$ cat src/cpu_seq_pkg.sv
// Constants, phase codes and operation codes for the fetch sequencer
package cpu_seq_pkg;
   // ==========================================
   // Widths
   localparam int IW = 14;
   localparam int AW = 10;
   localparam int DW = 8;
   localparam int STACK_DEPTH_DEF = 4;

   // ==========================================
   // Addresses, reset values and phase codes
   localparam logic [AW-1:0] RESET_VECTOR     = 10'h000;
   localparam logic [AW-1:0] IRQ_VECTOR_DEF   = 10'h004;
   localparam logic [DW-1:0] PC_LOW_BYTE_ADDR = 8'h06;
   localparam logic [3:0]    PHS_T1           = 4'h1;
   localparam logic [3:0]    PHS_T2           = 4'h2;
   localparam logic [3:0]    PHS_T3           = 4'h4;
   localparam logic [3:0]    PHS_T4           = 4'h8;

   // ==========================================
   // Instruction word fields
   localparam int            FLOW_MSB  = 13;
   localparam int            FLOW_LSB  = 10;
   localparam int            OP_MSB    = 13;
   localparam int            OP_LSB    = 8;
   localparam logic [3:0]    JUMP_CODE = 4'he;
   localparam logic [3:0]    CALL_CODE = 4'hf;

   // ==========================================
   // Types
   typedef enum logic [1:0] {T1 = 2'h0, T2 = 2'h1, T3 = 2'h3, T4 = 2'h2} phase_type;

   typedef enum logic [5:0] {
      OP_NOP, OP_ADD, OP_ADDM, OP_ADC, OP_ADCM, OP_SUB, OP_SUBM, OP_SBC, OP_SBCM,
      OP_DECIMAL_ADJUST, OP_AND, OP_OR, OP_XOR, OP_ANDM, OP_ORM, OP_XORM,
      OP_CPL, OP_CPLA, OP_RRA, OP_RR, OP_RRCA, OP_RRC, OP_RLA, OP_RL, OP_RLCA,
      OP_RLC, OP_INCA, OP_INC, OP_DECA, OP_DEC, OP_SKIP_IF_ZERO, OP_SKIP_ZA,
      OP_SKIP_IF_NONZERO, OP_SKIP_IZ, OP_SKIP_DZ, OP_SKIP_IZA, OP_SKIP_DZA,
      OP_MOVA, OP_MOVM, OP_RETURN_SUB, OP_RETURN_INT
   } op_type;
endpackage

$ cat src/cpu_fetch_sequencer_stack.sv
// Fetch sequencer, return stack and ALU of the 8-bit core
// Contract
// - Four one-hot phases from the clock; one round is one instruction cycle.
// - Program counter advances entering phase one; word fetched during phase one.
// - Phases two to four decode and execute the previously fetched word.
// - Fetch overlaps execute, so plain instructions take one cycle each.
// - Jump and call take two cycles; second one refetches at the target.
// - Non-branching instructions step the program counter by one.
// - Jump, call, interrupt entry and reset load the counter directly.
// - A taken skip discards the fetched word and runs a dummy cycle.
// - Program counter is ten bits; only its low byte is software visible.
// - Writing the low byte jumps within the current 256-word page.
// - Writing the low byte inserts a dummy prefetch cycle.
// - Stack holds only return addresses and has no software access path.
// - Call or interrupt acknowledge pushes the return address.
// - Both return kinds pop the stack into the program counter.
// - Reset leaves the stack empty.
// - With a full stack interrupts wait unacknowledged until a return.
// - Call on a full stack still pushes and loses the oldest entry.
// - ALU is 8 bits, writes its destination and updates the flags.
// - Add, add with carry, subtract, subtract with borrow, decimal adjust.
// - And, or, exclusive or and complement, to accumulator or memory.
// - Rotates with and without carry, increment and decrement, both ways.
// - Jump, call, both returns and the zero, nonzero and count skips.
// - Reset loads the reset vector into the program counter.
// - Program memory is 1K words of 14 bits.
`timescale 1ns/1ps
module cpu_fetch_sequencer_stack
   import cpu_seq_pkg::*;
#(
   parameter int            STACK_DEPTH = STACK_DEPTH_DEF,
   parameter logic [AW-1:0] IRQ_VECTOR  = IRQ_VECTOR_DEF
) (
   // Clock and reset
   input  wire logic          ref_clk_in,
   input  wire logic          rst_in,
   // Program memory
   output logic [AW-1:0]      pm_addr_out,
   output logic               pm_rd_out,
   input  wire logic [IW-1:0] pm_data_in,
   // Data memory
   output logic [DW-1:0]      dm_addr_out,
   output logic               dm_rd_out,
   output logic               dm_wr_out,
   output logic [DW-1:0]      dm_wdata_out,
   input  wire logic [DW-1:0] dm_rdata_in,
   // Interrupt handshake
   input  wire logic          int_req_in,
   output logic               int_ack_out,
   // Status
   output logic [3:0]         instruction_phase_clocks_out,
   output logic [DW-1:0]      acc_out,
   output logic [2:0]         flags_out,
   output logic               stack_full_out,
   output logic               stack_overflow_out
);
   localparam int CW = $clog2(STACK_DEPTH + 1);

   // ==========================================
   // State
   typedef struct packed {
      phase_type                     ph;
      logic [3:0]                    phs;
      logic [AW-1:0]                 pc;
      logic                          pm_rd;
      logic [IW-1:0]                 ir;
      logic                          ok;
      logic [IW-1:0]                 fet;
      logic [DW-1:0]                 opnd;
      logic [DW-1:0]                 acc;
      logic                          c;
      logic                          z;
      logic                          ac;
      logic [DW-1:0]                 dma;
      logic                          dmr;
      logic                          dmw;
      logic [DW-1:0]                 dmd;
      logic                          chg;
      logic                          pclw;
      logic [AW-1:0]                 tgt;
      logic                          push;
      logic                          pop;
      logic                          ack;
      logic [STACK_DEPTH-1:0][AW-1:0] stk;
      logic [CW-1:0]                 cnt;
      logic                          full;
      logic                          ovf;
   } state_type;

   state_type st_q;
   state_type st_d;
   logic      take;

   // ==========================================
   // Helpers
   function automatic logic is_flow(input logic [IW-1:0] w);
      return (w[FLOW_MSB:FLOW_LSB] == JUMP_CODE) || (w[FLOW_MSB:FLOW_LSB] == CALL_CODE);
   endfunction

   function automatic logic [9:0] add8(input logic [7:0] a,
                                       input logic [7:0] b,
                                       input logic       ci);
      logic [4:0] lo;
      logic [4:0] hi;
      lo = {1'b0, a[3:0]} + {1'b0, b[3:0]} + {4'h0, ci};
      hi = {1'b0, a[7:4]} + {1'b0, b[7:4]} + {4'h0, lo[4]};
      return {hi[4], lo[4], hi[3:0], lo[3:0]};
   endfunction

   function automatic logic [9:0] dadj(input logic [7:0] a,
                                       input logic       ci,
                                       input logic       aci);
      logic [8:0] t;
      t = {1'b0, a};
      if (a[3:0] > 4'h9 || aci) begin
         t = t + 9'h006;
      end
      if (t[7:4] > 4'h9 || ci || t[8]) begin
         t = t + 9'h060;
      end
      return {t[8] | ci, aci, t[7:0]};
   endfunction

   // Interrupt entry waits while the stack is full
   assign take = (st_q.ph == T4) && int_req_in && st_q.ok && !st_q.chg && !st_q.full;

   // ==========================================
   // Next state
   always_comb begin
      op_type     op;
      logic [7:0] m;
      logic [9:0] ar;
      logic       wr;
      logic       wm;
      logic       wa;
      logic       sk;
      st_d = st_q;
      op   = op_type'(st_q.ir[OP_MSB:OP_LSB]);
      m    = st_q.opnd;
      ar   = {st_q.c, st_q.ac, st_q.acc};
      wr   = 1'b0;
      wm   = 1'b0;
      wa   = 1'b0;
      sk   = 1'b0;
      st_d.ack = 1'b0;
      st_d.ovf = 1'b0;
      unique case (st_q.ph)
         T1: begin
            st_d.ph    = T2;
            st_d.phs   = PHS_T2;
            st_d.pm_rd = 1'b0;
            st_d.fet   = pm_data_in;
            if (st_q.ok && !is_flow(st_q.ir)
                && !(op inside {OP_NOP, OP_RETURN_SUB, OP_RETURN_INT})) begin
               st_d.dma = st_q.ir[DW-1:0];
               st_d.dmr = 1'b1;
            end
         end
         T2: begin
            st_d.ph  = T3;
            st_d.phs = PHS_T3;
            st_d.dmr = 1'b0;
            // Low byte of the counter reads back through the data path
            if (st_q.dma == PC_LOW_BYTE_ADDR) begin
               st_d.opnd = st_q.pc[DW-1:0];
            end else begin
               st_d.opnd = dm_rdata_in;
            end
         end
         T3: begin
            st_d.ph  = T4;
            st_d.phs = PHS_T4;
            if (st_q.ok && is_flow(st_q.ir)) begin
               st_d.chg  = 1'b1;
               st_d.tgt  = st_q.ir[AW-1:0];
               st_d.push = (st_q.ir[FLOW_MSB:FLOW_LSB] == CALL_CODE);
            end
            wr = st_q.ok && !is_flow(st_q.ir);
            if (wr) begin
               unique case (op)
                  OP_ADD, OP_ADDM:   ar = add8(st_q.acc, m, 1'b0);
                  OP_ADC, OP_ADCM:   ar = add8(st_q.acc, m, st_q.c);
                  OP_SUB, OP_SUBM:   ar = add8(st_q.acc, ~m, 1'b1);
                  OP_SBC, OP_SBCM:   ar = add8(st_q.acc, ~m, st_q.c);
                  OP_DECIMAL_ADJUST: ar = dadj(st_q.acc, st_q.c, st_q.ac);
                  OP_AND, OP_ANDM:   ar = {st_q.c, st_q.ac, st_q.acc & m};
                  OP_OR, OP_ORM:     ar = {st_q.c, st_q.ac, st_q.acc | m};
                  OP_XOR, OP_XORM:   ar = {st_q.c, st_q.ac, st_q.acc ^ m};
                  OP_CPL, OP_CPLA:   ar = {st_q.c, st_q.ac, ~m};
                  OP_RRA, OP_RR:     ar = {st_q.c, st_q.ac, m[0], m[7:1]};
                  OP_RRCA, OP_RRC:   ar = {m[0], st_q.ac, st_q.c, m[7:1]};
                  OP_RLA, OP_RL:     ar = {st_q.c, st_q.ac, m[6:0], m[7]};
                  OP_RLCA, OP_RLC:   ar = {m[7], st_q.ac, m[6:0], st_q.c};
                  OP_INCA, OP_INC, OP_SKIP_IZ, OP_SKIP_IZA: begin
                     ar = {st_q.c, st_q.ac, m + 8'h01};
                  end
                  OP_DECA, OP_DEC, OP_SKIP_DZ, OP_SKIP_DZA: begin
                     ar = {st_q.c, st_q.ac, m - 8'h01};
                  end
                  OP_MOVA, OP_SKIP_IF_ZERO, OP_SKIP_IF_NONZERO, OP_SKIP_ZA: begin
                     ar = {st_q.c, st_q.ac, m};
                  end
                  OP_MOVM: ar = {st_q.c, st_q.ac, st_q.acc};
                  OP_RETURN_SUB, OP_RETURN_INT: begin
                     wr       = 1'b0;
                     st_d.chg = 1'b1;
                     st_d.pop = 1'b1;
                     st_d.tgt = st_q.stk[0];
                  end
                  default: wr = 1'b0;
               endcase
            end
            wm = op inside {OP_ADDM, OP_ADCM, OP_SUBM, OP_SBCM, OP_DECIMAL_ADJUST,
                            OP_ANDM, OP_ORM, OP_XORM, OP_CPL, OP_RR, OP_RRC, OP_RL,
                            OP_RLC, OP_INC, OP_DEC, OP_SKIP_IZ, OP_SKIP_DZ, OP_MOVM};
            wa = !wm && !(op inside {OP_SKIP_IF_ZERO, OP_SKIP_IF_NONZERO});
            if (op inside {OP_SKIP_IF_ZERO, OP_SKIP_ZA, OP_SKIP_IZ, OP_SKIP_DZ,
                           OP_SKIP_IZA, OP_SKIP_DZA}) begin
               sk = (ar[7:0] == 8'h00);
            end
            if (op == OP_SKIP_IF_NONZERO) begin
               sk = (ar[7:0] != 8'h00);
            end
            if (wr) begin
               st_d.c  = ar[9];
               st_d.ac = ar[8];
               if (!(op inside {OP_RRA, OP_RR, OP_RRCA, OP_RRC, OP_RLA, OP_RL, OP_RLCA,
                                OP_RLC, OP_MOVA, OP_MOVM, OP_SKIP_IF_ZERO, OP_SKIP_ZA,
                                OP_SKIP_IF_NONZERO, OP_SKIP_IZ, OP_SKIP_DZ, OP_SKIP_IZA,
                                OP_SKIP_DZA})) begin
                  st_d.z = (ar[7:0] == 8'h00);
               end
               if (wa) begin
                  st_d.acc = ar[7:0];
               end
               if (wm && st_q.dma == PC_LOW_BYTE_ADDR) begin
                  st_d.chg  = 1'b1;
                  st_d.pclw = 1'b1;
                  st_d.tgt  = {st_q.pc[AW-1:DW], ar[7:0]};
               end else if (wm) begin
                  st_d.dmw = 1'b1;
                  st_d.dmd = ar[7:0];
               end
               if (sk) begin
                  st_d.chg = 1'b1;
                  st_d.tgt = st_q.pc + 10'h001;
               end
            end
         end
         T4: begin
            st_d.ph    = T1;
            st_d.phs   = PHS_T1;
            st_d.pm_rd = 1'b1;
            st_d.dmw   = 1'b0;
            st_d.ir    = st_q.fet;
            st_d.ok    = !st_q.chg && !take;
            st_d.chg   = 1'b0;
            st_d.pclw  = 1'b0;
            st_d.push  = 1'b0;
            st_d.pop   = 1'b0;
            if (take) begin
               st_d.pc  = IRQ_VECTOR;
               st_d.ack = 1'b1;
            end else if (st_q.chg) begin
               st_d.pc = st_q.tgt;
            end else begin
               st_d.pc = st_q.pc + 10'h001;
            end
            // Stack lives only here, never on the data bus
            if (st_q.push || take) begin
               st_d.stk = {st_q.stk[STACK_DEPTH-2:0], st_q.pc};
               st_d.ovf = st_q.full;
               if (!st_q.full) begin
                  st_d.cnt = st_q.cnt + CW'(1);
               end
            end else if (st_q.pop && st_q.cnt != '0) begin
               st_d.stk = {AW'(0), st_q.stk[STACK_DEPTH-1:1]};
               st_d.cnt = st_q.cnt - CW'(1);
            end
            st_d.full = (st_d.cnt == CW'(STACK_DEPTH));
         end
      endcase
   end

   // ==========================================
   // Registers
   always_ff @(posedge ref_clk_in) begin
      if (rst_in) begin
         st_q       <= '0;
         st_q.ph    <= T1;
         st_q.phs   <= PHS_T1;
         st_q.pm_rd <= 1'b1;
         st_q.pc    <= RESET_VECTOR;
      end else begin
         st_q <= st_d;
      end
   end

   // ==========================================
   // Outputs
   assign pm_addr_out                  = st_q.pc;
   assign pm_rd_out                    = st_q.pm_rd;
   assign dm_addr_out                  = st_q.dma;
   assign dm_rd_out                    = st_q.dmr;
   assign dm_wr_out                    = st_q.dmw;
   assign dm_wdata_out                 = st_q.dmd;
   assign int_ack_out                  = st_q.ack;
   assign instruction_phase_clocks_out = st_q.phs;
   assign acc_out                      = st_q.acc;
   assign flags_out                    = {st_q.ac, st_q.z, st_q.c};
   assign stack_full_out               = st_q.full;
   assign stack_overflow_out           = st_q.ovf;
endmodule

$ cat config.mk
export PLATFORM = sky130hd
export DESIGN_NAME = cpu_fetch_sequencer_stack
export DESIGN_NICKNAME = d
export VERILOG_FILES = /design/src/cpu_seq_pkg.sv /design/src/cpu_fetch_sequencer_stack.sv
export SDC_FILE = /design/constraint.sdc
export NUM_CORES = 1
export LEC_CHECK = 0
export CAP_MARGIN = 0
export CORE_AREA = 2 2 138 140
export CTS_CLUSTER_DIAMETER = 40
export CTS_CLUSTER_SIZE = 12
export DETAILED_ROUTE_END_ITERATION = 8
export DIE_AREA = 0 0 140 142
export DONT_BUFFER_PORTS = 1
export PLACE_DENSITY = 0.69
export SLEW_MARGIN = 10
export SYNTH_ARGS = -nofsm -noshare
export SYNTH_HDL_FRONTEND = slang
export SYNTH_SLANG_ARGS = --single-unit
$ cat constraint.sdc
create_clock -name ref_clk_in -period 11.8 [get_ports ref_clk_in]
set_clock_uncertainty 0.15 [all_clocks]
set_input_delay 0 -clock ref_clk_in [delete_from_list [all_inputs] [get_ports ref_clk_in]]
set_output_delay 0 -clock ref_clk_in [all_outputs]
set_load 0.02 [all_outputs]
# Word level (Yosys, flattened, before mapping)
# Index checks and enable logic that the tools add are counted.
# op_classes
add_sub_neg	18
mul	0
div	0
n_lt_le_gt_ge	2
n_eq_ne	69
n_shift	0
mux	48
n_bitwise	9
n_reduce_logical	66
# op_table
cell	count
one-hot mux 10 bit (16 select lines)	1
2-to-1 mux 43 bit	3
== test 6 x 5 -> 1 bit (second input constant)	16
2-to-1 mux 9 bit	10
2-to-1 mux 10 bit	7
== test 6 bit (second input constant)	9
== test 6 x 4 -> 1 bit (second input constant)	8
OR reduction 38 bit	1
inequality test 2 bit (second input constant)	18
adder 5 x 1 -> 5 bit	6
OR reduction 2 bit	14
== test 6 x 3 -> 1 bit (second input constant)	4
one-hot mux 6 bit (4 select lines)	1
2-to-1 mux 11 bit	2
2-to-1 mux 21 bit	1
adder 4 x 4 -> 5 bit	4
nonzero test 18 bit	1
nonzero test 17 bit	1
AND reduction 16 bit	1
2-to-1 mux 1 bit	15
AND reduction 13 bit	1
== test 6 x 2 -> 1 bit (second input constant)	2
2-to-1 mux 12 bit	1
OR reduction 4 bit	3
43 further kinds	82
# word_totals
ff_bits	142
latchBits	0
ramBits	0
romBits	0
out_inout_bits	47
mem_count	0

# Depth between registers and ports, before layout
# depth
ltp_word	24
depth_mapped	20
ltp_nobuf	19

# Worst setup path after synthesis
# Ideal clock, no wire load.
# synth_timing
path_type	register -> register
startpoint	register st_q, in the netlist acc_out[2]
endpoint	register st_q[56] in the netlist's numbering
setup_time_ns	0.145
arrival_ns	4.255
required_time_ns	11.505
slack_ns	7.250
stages_incl_launch_ff	21
path_buffers	2
cell_sequence	dfxtp_1 -> buf_2 -> inv_1 -> ha_1 -> clkbuf_1 -> inv_1 -> o21a_1 -> or3_1 -> a21oi_1 -> nand2_1 -> xor2_1 -> ha_1 -> ha_1 -> xnor2_1 -> a22o_1 -> a2111oi_2 -> a41oi_1 -> o21bai_1 -> nor4_4 -> mux2i_2 -> o221ai_1
# synth_via
elab_chain_cells	22
elab_cells_between_ends	37
classes_between	11 x add/sub; 2 x order compare; 16 x mux; 3 x bitwise; 5 x reduce/logical
# synth_rtl
element	line	text
from (decl)	cpu_fetch_sequencer_stack.sv:90	state_type st_q;
from (signal assigned)	cpu_fetch_sequencer_stack.sv:295	st_q <= st_d;
branches (longest 14 deep; another with adder 8 x 3 -> 9 bit)	-	
2-to-1 mux 10 bit (*)	cpu_fetch_sequencer_stack.sv:179	if (wr) begin
2-to-1 mux 10 bit (*)	cpu_fetch_sequencer_stack.sv:147	unique case (st_q.ph)
zero test 8 bit	cpu_fetch_sequencer_stack.sv:219	sk = (ar[7:0] == 8'h00);
2-to-1 mux 1 bit	cpu_fetch_sequencer_stack.sv:217	if (op inside {OP_SKIP_IF_ZERO, OP_SKIP_ZA, OP_SKIP_IZ, OP_SKIP_DZ,
2-to-1 mux 1 bit (*)	cpu_fetch_sequencer_stack.sv:221	if (op == OP_SKIP_IF_NONZERO) begin
2-to-1 mux 1 bit (*)	cpu_fetch_sequencer_stack.sv:147	
2-to-1 mux 10 bit (*)	cpu_fetch_sequencer_stack.sv:244	if (sk) begin
2-to-1 mux 21 bit (*)	cpu_fetch_sequencer_stack.sv:224	if (wr) begin
# Every way passes the cells marked *. The select of a mux whose other input is x is not followed.
# A chain may end at the register's enable or synchronous reset.

# Final worst setup path
# layout_timing
startpoint	register st_q[125] in the netlist's numbering
endpoint	register st_q[57] in the netlist's numbering
# layout_via
elab_chain_cells	12
elab_cells_between_ends	84
classes_between	42 x eq/ne; 16 x mux; 26 x reduce/logical
# layout_rtl
element	line
branches (longest 11 deep; another with one-hot mux 10 bit (16 select lines))	-
2-to-1 mux 21 bit (*)	cpu_fetch_sequencer_stack.sv:224
# Marked as above.

==> run_summary.xml <==
<?xml version="1.0" encoding="UTF-8"?>
<metrics>
  <group name="placement">
    <metric name="placedCellCount" unit="">1377</metric>
    <metric name="place_worst_setup_slack" unit="ns">6.367</metric>
    <metric name="dpl-instance-area" unit="mm2">0.009669</metric>
    <metric name="port-buffer-count" unit="">0</metric>
    <metric name="post-dp-hpwl" unit="mm">21.29</metric>
    <metric name="routabilityCongestion" unit="">1.007</metric>
  </group>
  <group name="timing">
    <metric name="setup_ws" unit="ns">6.318</metric>
    <metric name="report.final.slew_viol_count" unit="">0</metric>
    <metric name="fmax" unit="MHz">182.4</metric>
    <metric name="finalHoldViolations" unit="">0</metric>
    <metric name="max_slew.worst_pin.slew" unit="ns">1.280</metric>
    <metric name="setup_violations" unit="">0</metric>
    <metric name="slew_headroom" unit="%">12.45</metric>
    <metric name="period_minus_slack" unit="ns">5.482</metric>
    <metric name="final_min_period_over_clock_period" unit="%">46.46</metric>
    <metric name="rsz0062_at_grt" unit="">no</metric>
    <metric name="finalSetupTns" unit="ns">0</metric>
  </group>
  <group name="synth">
    <metric name="synth-compound-area-share" unit="%">22.56</metric>
    <metric name="synth_async_sr_flop_share" unit="%">0</metric>
    <metric name="dominant_combinational_cell_family_by_area_after_synthesis" unit="">compound AO/OA/AOI/OAI gates</metric>
    <metric name="ys_ff_latch" unit="">142</metric>
    <metric name="synth.avg_cell_area" unit="um2">7.948</metric>
    <metric name="synth_nets" unit="">1327</metric>
    <metric name="ys_types" unit="">87</metric>
    <metric name="post_synth_main_area_contributors" unit="">dfxtp_1, nor2_1, ha_1</metric>
    <metric name="syn_area" unit="mm2">0.009927</metric>
    <metric name="synth-edff-count" unit="">0</metric>
    <metric name="dominantRegCellSynth" unit="">dfxtp_1</metric>
    <metric name="muxShareOfSynthArea" unit="%">6.390</metric>
    <metric name="post_synth_inst_count" unit="">1249</metric>
    <metric name="synthSimpleGateAreaFrac" unit="%">21.86</metric>
    <metric name="yosys.area.top_type_share" unit="%">28.64</metric>
    <metric name="synth-warning-count" unit="">0</metric>
    <metric name="yosys.area_share.xor_xnor" unit="%">4.979</metric>
    <metric name="synth_top_area_cell" unit="">dfxtp_1</metric>
    <metric name="adder_cell_area_share_of_the_yosys_netlist" unit="%">7.058</metric>
    <metric name="ys_seq_area_share" unit="%">28.64</metric>
  </group>
  <group name="floorplanning">
    <metric name="fp.dieH" unit="um">142</metric>
    <metric name="coreArea" unit="mm2">0.01846</metric>
    <metric name="boundaryPins" unit="">72</metric>
    <metric name="rows" unit="">50</metric>
    <metric name="initial_utilization" unit="%">53.79</metric>
    <metric name="chipWidth" unit="um">140</metric>
    <metric name="die_area" unit="mm2">0.01988</metric>
  </group>
  <group name="setup_path">
    <metric name="worstPathMaxFanout" unit="">28</metric>
    <metric name="worst_ep_required_time" unit="ns">11.93</metric>
    <metric name="setup.worst_path.class" unit="">flip-flop to flip-flop</metric>
    <metric name="launching_element_of_the_worst_setup_path" unit="">st_q[125]</metric>
    <metric name="regToRegStartpoint" unit="">st_q[125]</metric>
    <metric name="setup.worst_path.end_class" unit="">flip-flop</metric>
    <metric name="crit_path_start_kind" unit="">flip-flop</metric>
    <metric name="cp_data_arrival_time" unit="ns">5.61</metric>
  </group>
  <group name="cells_and_area">
    <metric name="layout.nets" unit="">1270</metric>
    <metric name="flow.area_growth_from_synthesis" unit="%">6.844</metric>
    <metric name="antenna_cells_inserted" unit="">0</metric>
    <metric name="layout.cell_area.non_filler" unit="mm2">0.01061</metric>
    <metric name="layout_commonest_cell" unit="">nor2_1</metric>
    <metric name="num-fill-cells" unit="">1632</metric>
    <metric name="most-common-layout-cells" unit="">nor2_1, dfxtp_1, o21ai_0, nand2_1, a21oi_1</metric>
    <metric name="drive_above_1_share" unit="%">7.654</metric>
    <metric name="post_layout_nonfiller_instances" unit="">1436</metric>
  </group>
  <group name="power_and_ir_drop">
    <metric name="power_per_cell_area" unit="mW/mm2">111.9</metric>
    <metric name="vdd_drop_max" unit="uV">91.71</metric>
    <metric name="power.leakage" unit="nW">4.285</metric>
    <metric name="power.total" unit="W">0.001187</metric>
  </group>
  <group name="cts">
    <metric name="clk_pin_slew_worst_paths" unit="ns">0.06</metric>
    <metric name="htree_levels" unit="">4</metric>
    <metric name="cts_sinks" unit="">142</metric>
    <metric name="clockBufferDepth" unit="">2</metric>
    <metric name="worst_skew_pair.late_latency" unit="ns">0.42</metric>
    <metric name="cts_tree" unit="">done</metric>
    <metric name="clk_root_buffer_cell" unit="">clkbuf_16</metric>
    <metric name="cts_inserted_buffers" unit="">17</metric>
  </group>
  <group name="routing">
    <metric name="drt-pass1-iter-count" unit="">9</metric>
    <metric name="routed_wl" unit="mm">29.91</metric>
    <metric name="routed-via-count" unit="">9025</metric>
    <metric name="drt_drc_violations_left" unit="">2</metric>
    <metric name="wl_cell" unit="um">20.83</metric>
    <metric name="routed_via_density" unit="">6.285</metric>
    <metric name="drt_first_iter_violations" unit="">867</metric>
    <metric name="final_antenna_net_count" unit="">0</metric>
  </group>
  <group name="hold_path">
    <metric name="worstHoldStart" unit="">pm_data_in[6]</metric>
    <metric name="hold_path_class" unit="">input pin to flip-flop</metric>
  </group>
  <group name="global_route">
    <metric name="grt_pass1_wl" unit="mm">47.49</metric>
    <metric name="gr-total-overflow" unit="">0</metric>
    <metric name="grt_antenna_before_repair" unit="">0</metric>
    <metric name="globalRouteTotalUtil" unit="%">30.15</metric>
    <metric name="largest_net_degree_at_the_start_of_global_routing" unit="">113</metric>
    <metric name="first_global_vias" unit="">8559</metric>
  </group>
  <group name="run">
    <metric name="cap_viol_max_count" unit="">0</metric>
  </group>
  <group name="run_status">
    <metric name="run_status" unit="">complete, but fails checks</metric>
    <metric name="failed_checks" unit="">DRC</metric>
  </group>
</metrics>
## routing by layer
layer,wire (um),vias up,GRT usage (%)
li1,-,4299,-
met1,12490,4286,38.10
met2,14050,348,49.00
met3,1767,92,5.350
met4,1603,0,16.96
met5,0,-,0
## flip-flops by register name, summed over array words and instances, names as in the netlist
signal / count
st_q: 95
dm_wr_out: 1
flags_out: 3
pm_rd_out: 1
pm_addr_out: 10
instruction_phase_clocks_out: 4
dm_wdata_out: 8
acc_out: 8
dm_rd_out: 1
int_ack_out: 1
dm_addr_out: 8
stack_overflow_out: 1
stack_full_out: 1
## synth_stat cells (all sizes together) (6+ instances only)
master	count
a211oi	11
a21boi	8
a21o	7
a21oi	65
a221oi	8
a22o	22
a22oi	28
and3	6
buf	67
clkbuf	55
dfxtp	142
ha	48
inv	42
mux2i	57
nand2	96
nand2b	20
nand3	18
nand3b	7
nand4	8
nor2	172
nor2b	15
nor3	56
nor3b	7
nor4	7
o21a	6
o21ai	97
o221ai	13
o22ai	8
or2	8
xnor2	31
xor2	22
## final cells by class
cell class / instances / area [um2] / area share, %
well taps: 234 / 292.8 / 2.760
inverters: 43 / 161.4 / 1.522
clock inverters: 7 / 135.1 / 1.274
clock buffers: 22 / 484.2 / 4.565
repair buffers: 46 / 437.9 / 4.129
flip-flops and latches: 142 / 2843 / 26.80
multi-input cells: 942 / 6252 / 58.95
## final timing paths
check | endpoint | slack (ns) | depth (start not counted)
hold reg to reg | st_q[97] | 0.30 | 2
setup / recovery | st_q[57] | 6.32 | 13
hold / removal | st_q[103] | 0.12 | 3
setup reg to reg | st_q[57] | 6.32 | 13
## logic make-up after synthesis
kind of cell | count (synthesis)
xor gates and xnor gates | 53
and+or+nand+nor | 450
DFF | 142
adders and majority gates | 53
buffers and inverters | 165
muxes | 62
AOI/OAI and AO/OA | 324
## through the flow
step | util (%) | hold slack (ns)
detailed placement | 52.39 | -0.07158
global placement | 52.39 | -0.07301
floorplan | - | -0.07651
finish | 57.47 | 0.1236
global route | 57.47 | 0.1385
CTS | 57.47 | 0.09895
## power breakdown
| part | internal [W] | switching, W | total, W | leakage, nW |
|---|---|---|---|---|
| registers | 0.000489 | 0.0000177 | 0.000507 | 1.15 |
| clock network | 0.000372 | 0.000196 | 0.000568 | 0.308 |
| logic | 0.0000428 | 0.0000693 | 0.000112 | 2.83 |
## worst max-delay path, cell delays in order (launching register included)
cell and delay [ns]:
dfxtp_1 0.87, or3b_1 0.57, o32a_4 0.43, inv_1 0.18, ha_1 0.31, nor2b_1 0.16, o311ai_0 0.53, nor3b_1 0.10
o41ai_1 0.36, a41oi_1 0.27, o21bai_1 0.26, nor4_4 0.36, mux2i_2 0.57, o221ai_1 0.21
## repair_timing
action | CTS | global route
hold endpoints to repair | 138 | 0
setup buffers | 0 | 0
gates resized for setup | 0 | 0
setup endpoints to repair | 0 | 0
hold buffers | 30 | 0
Note: power is estimated with default switching activity, not from simulation.
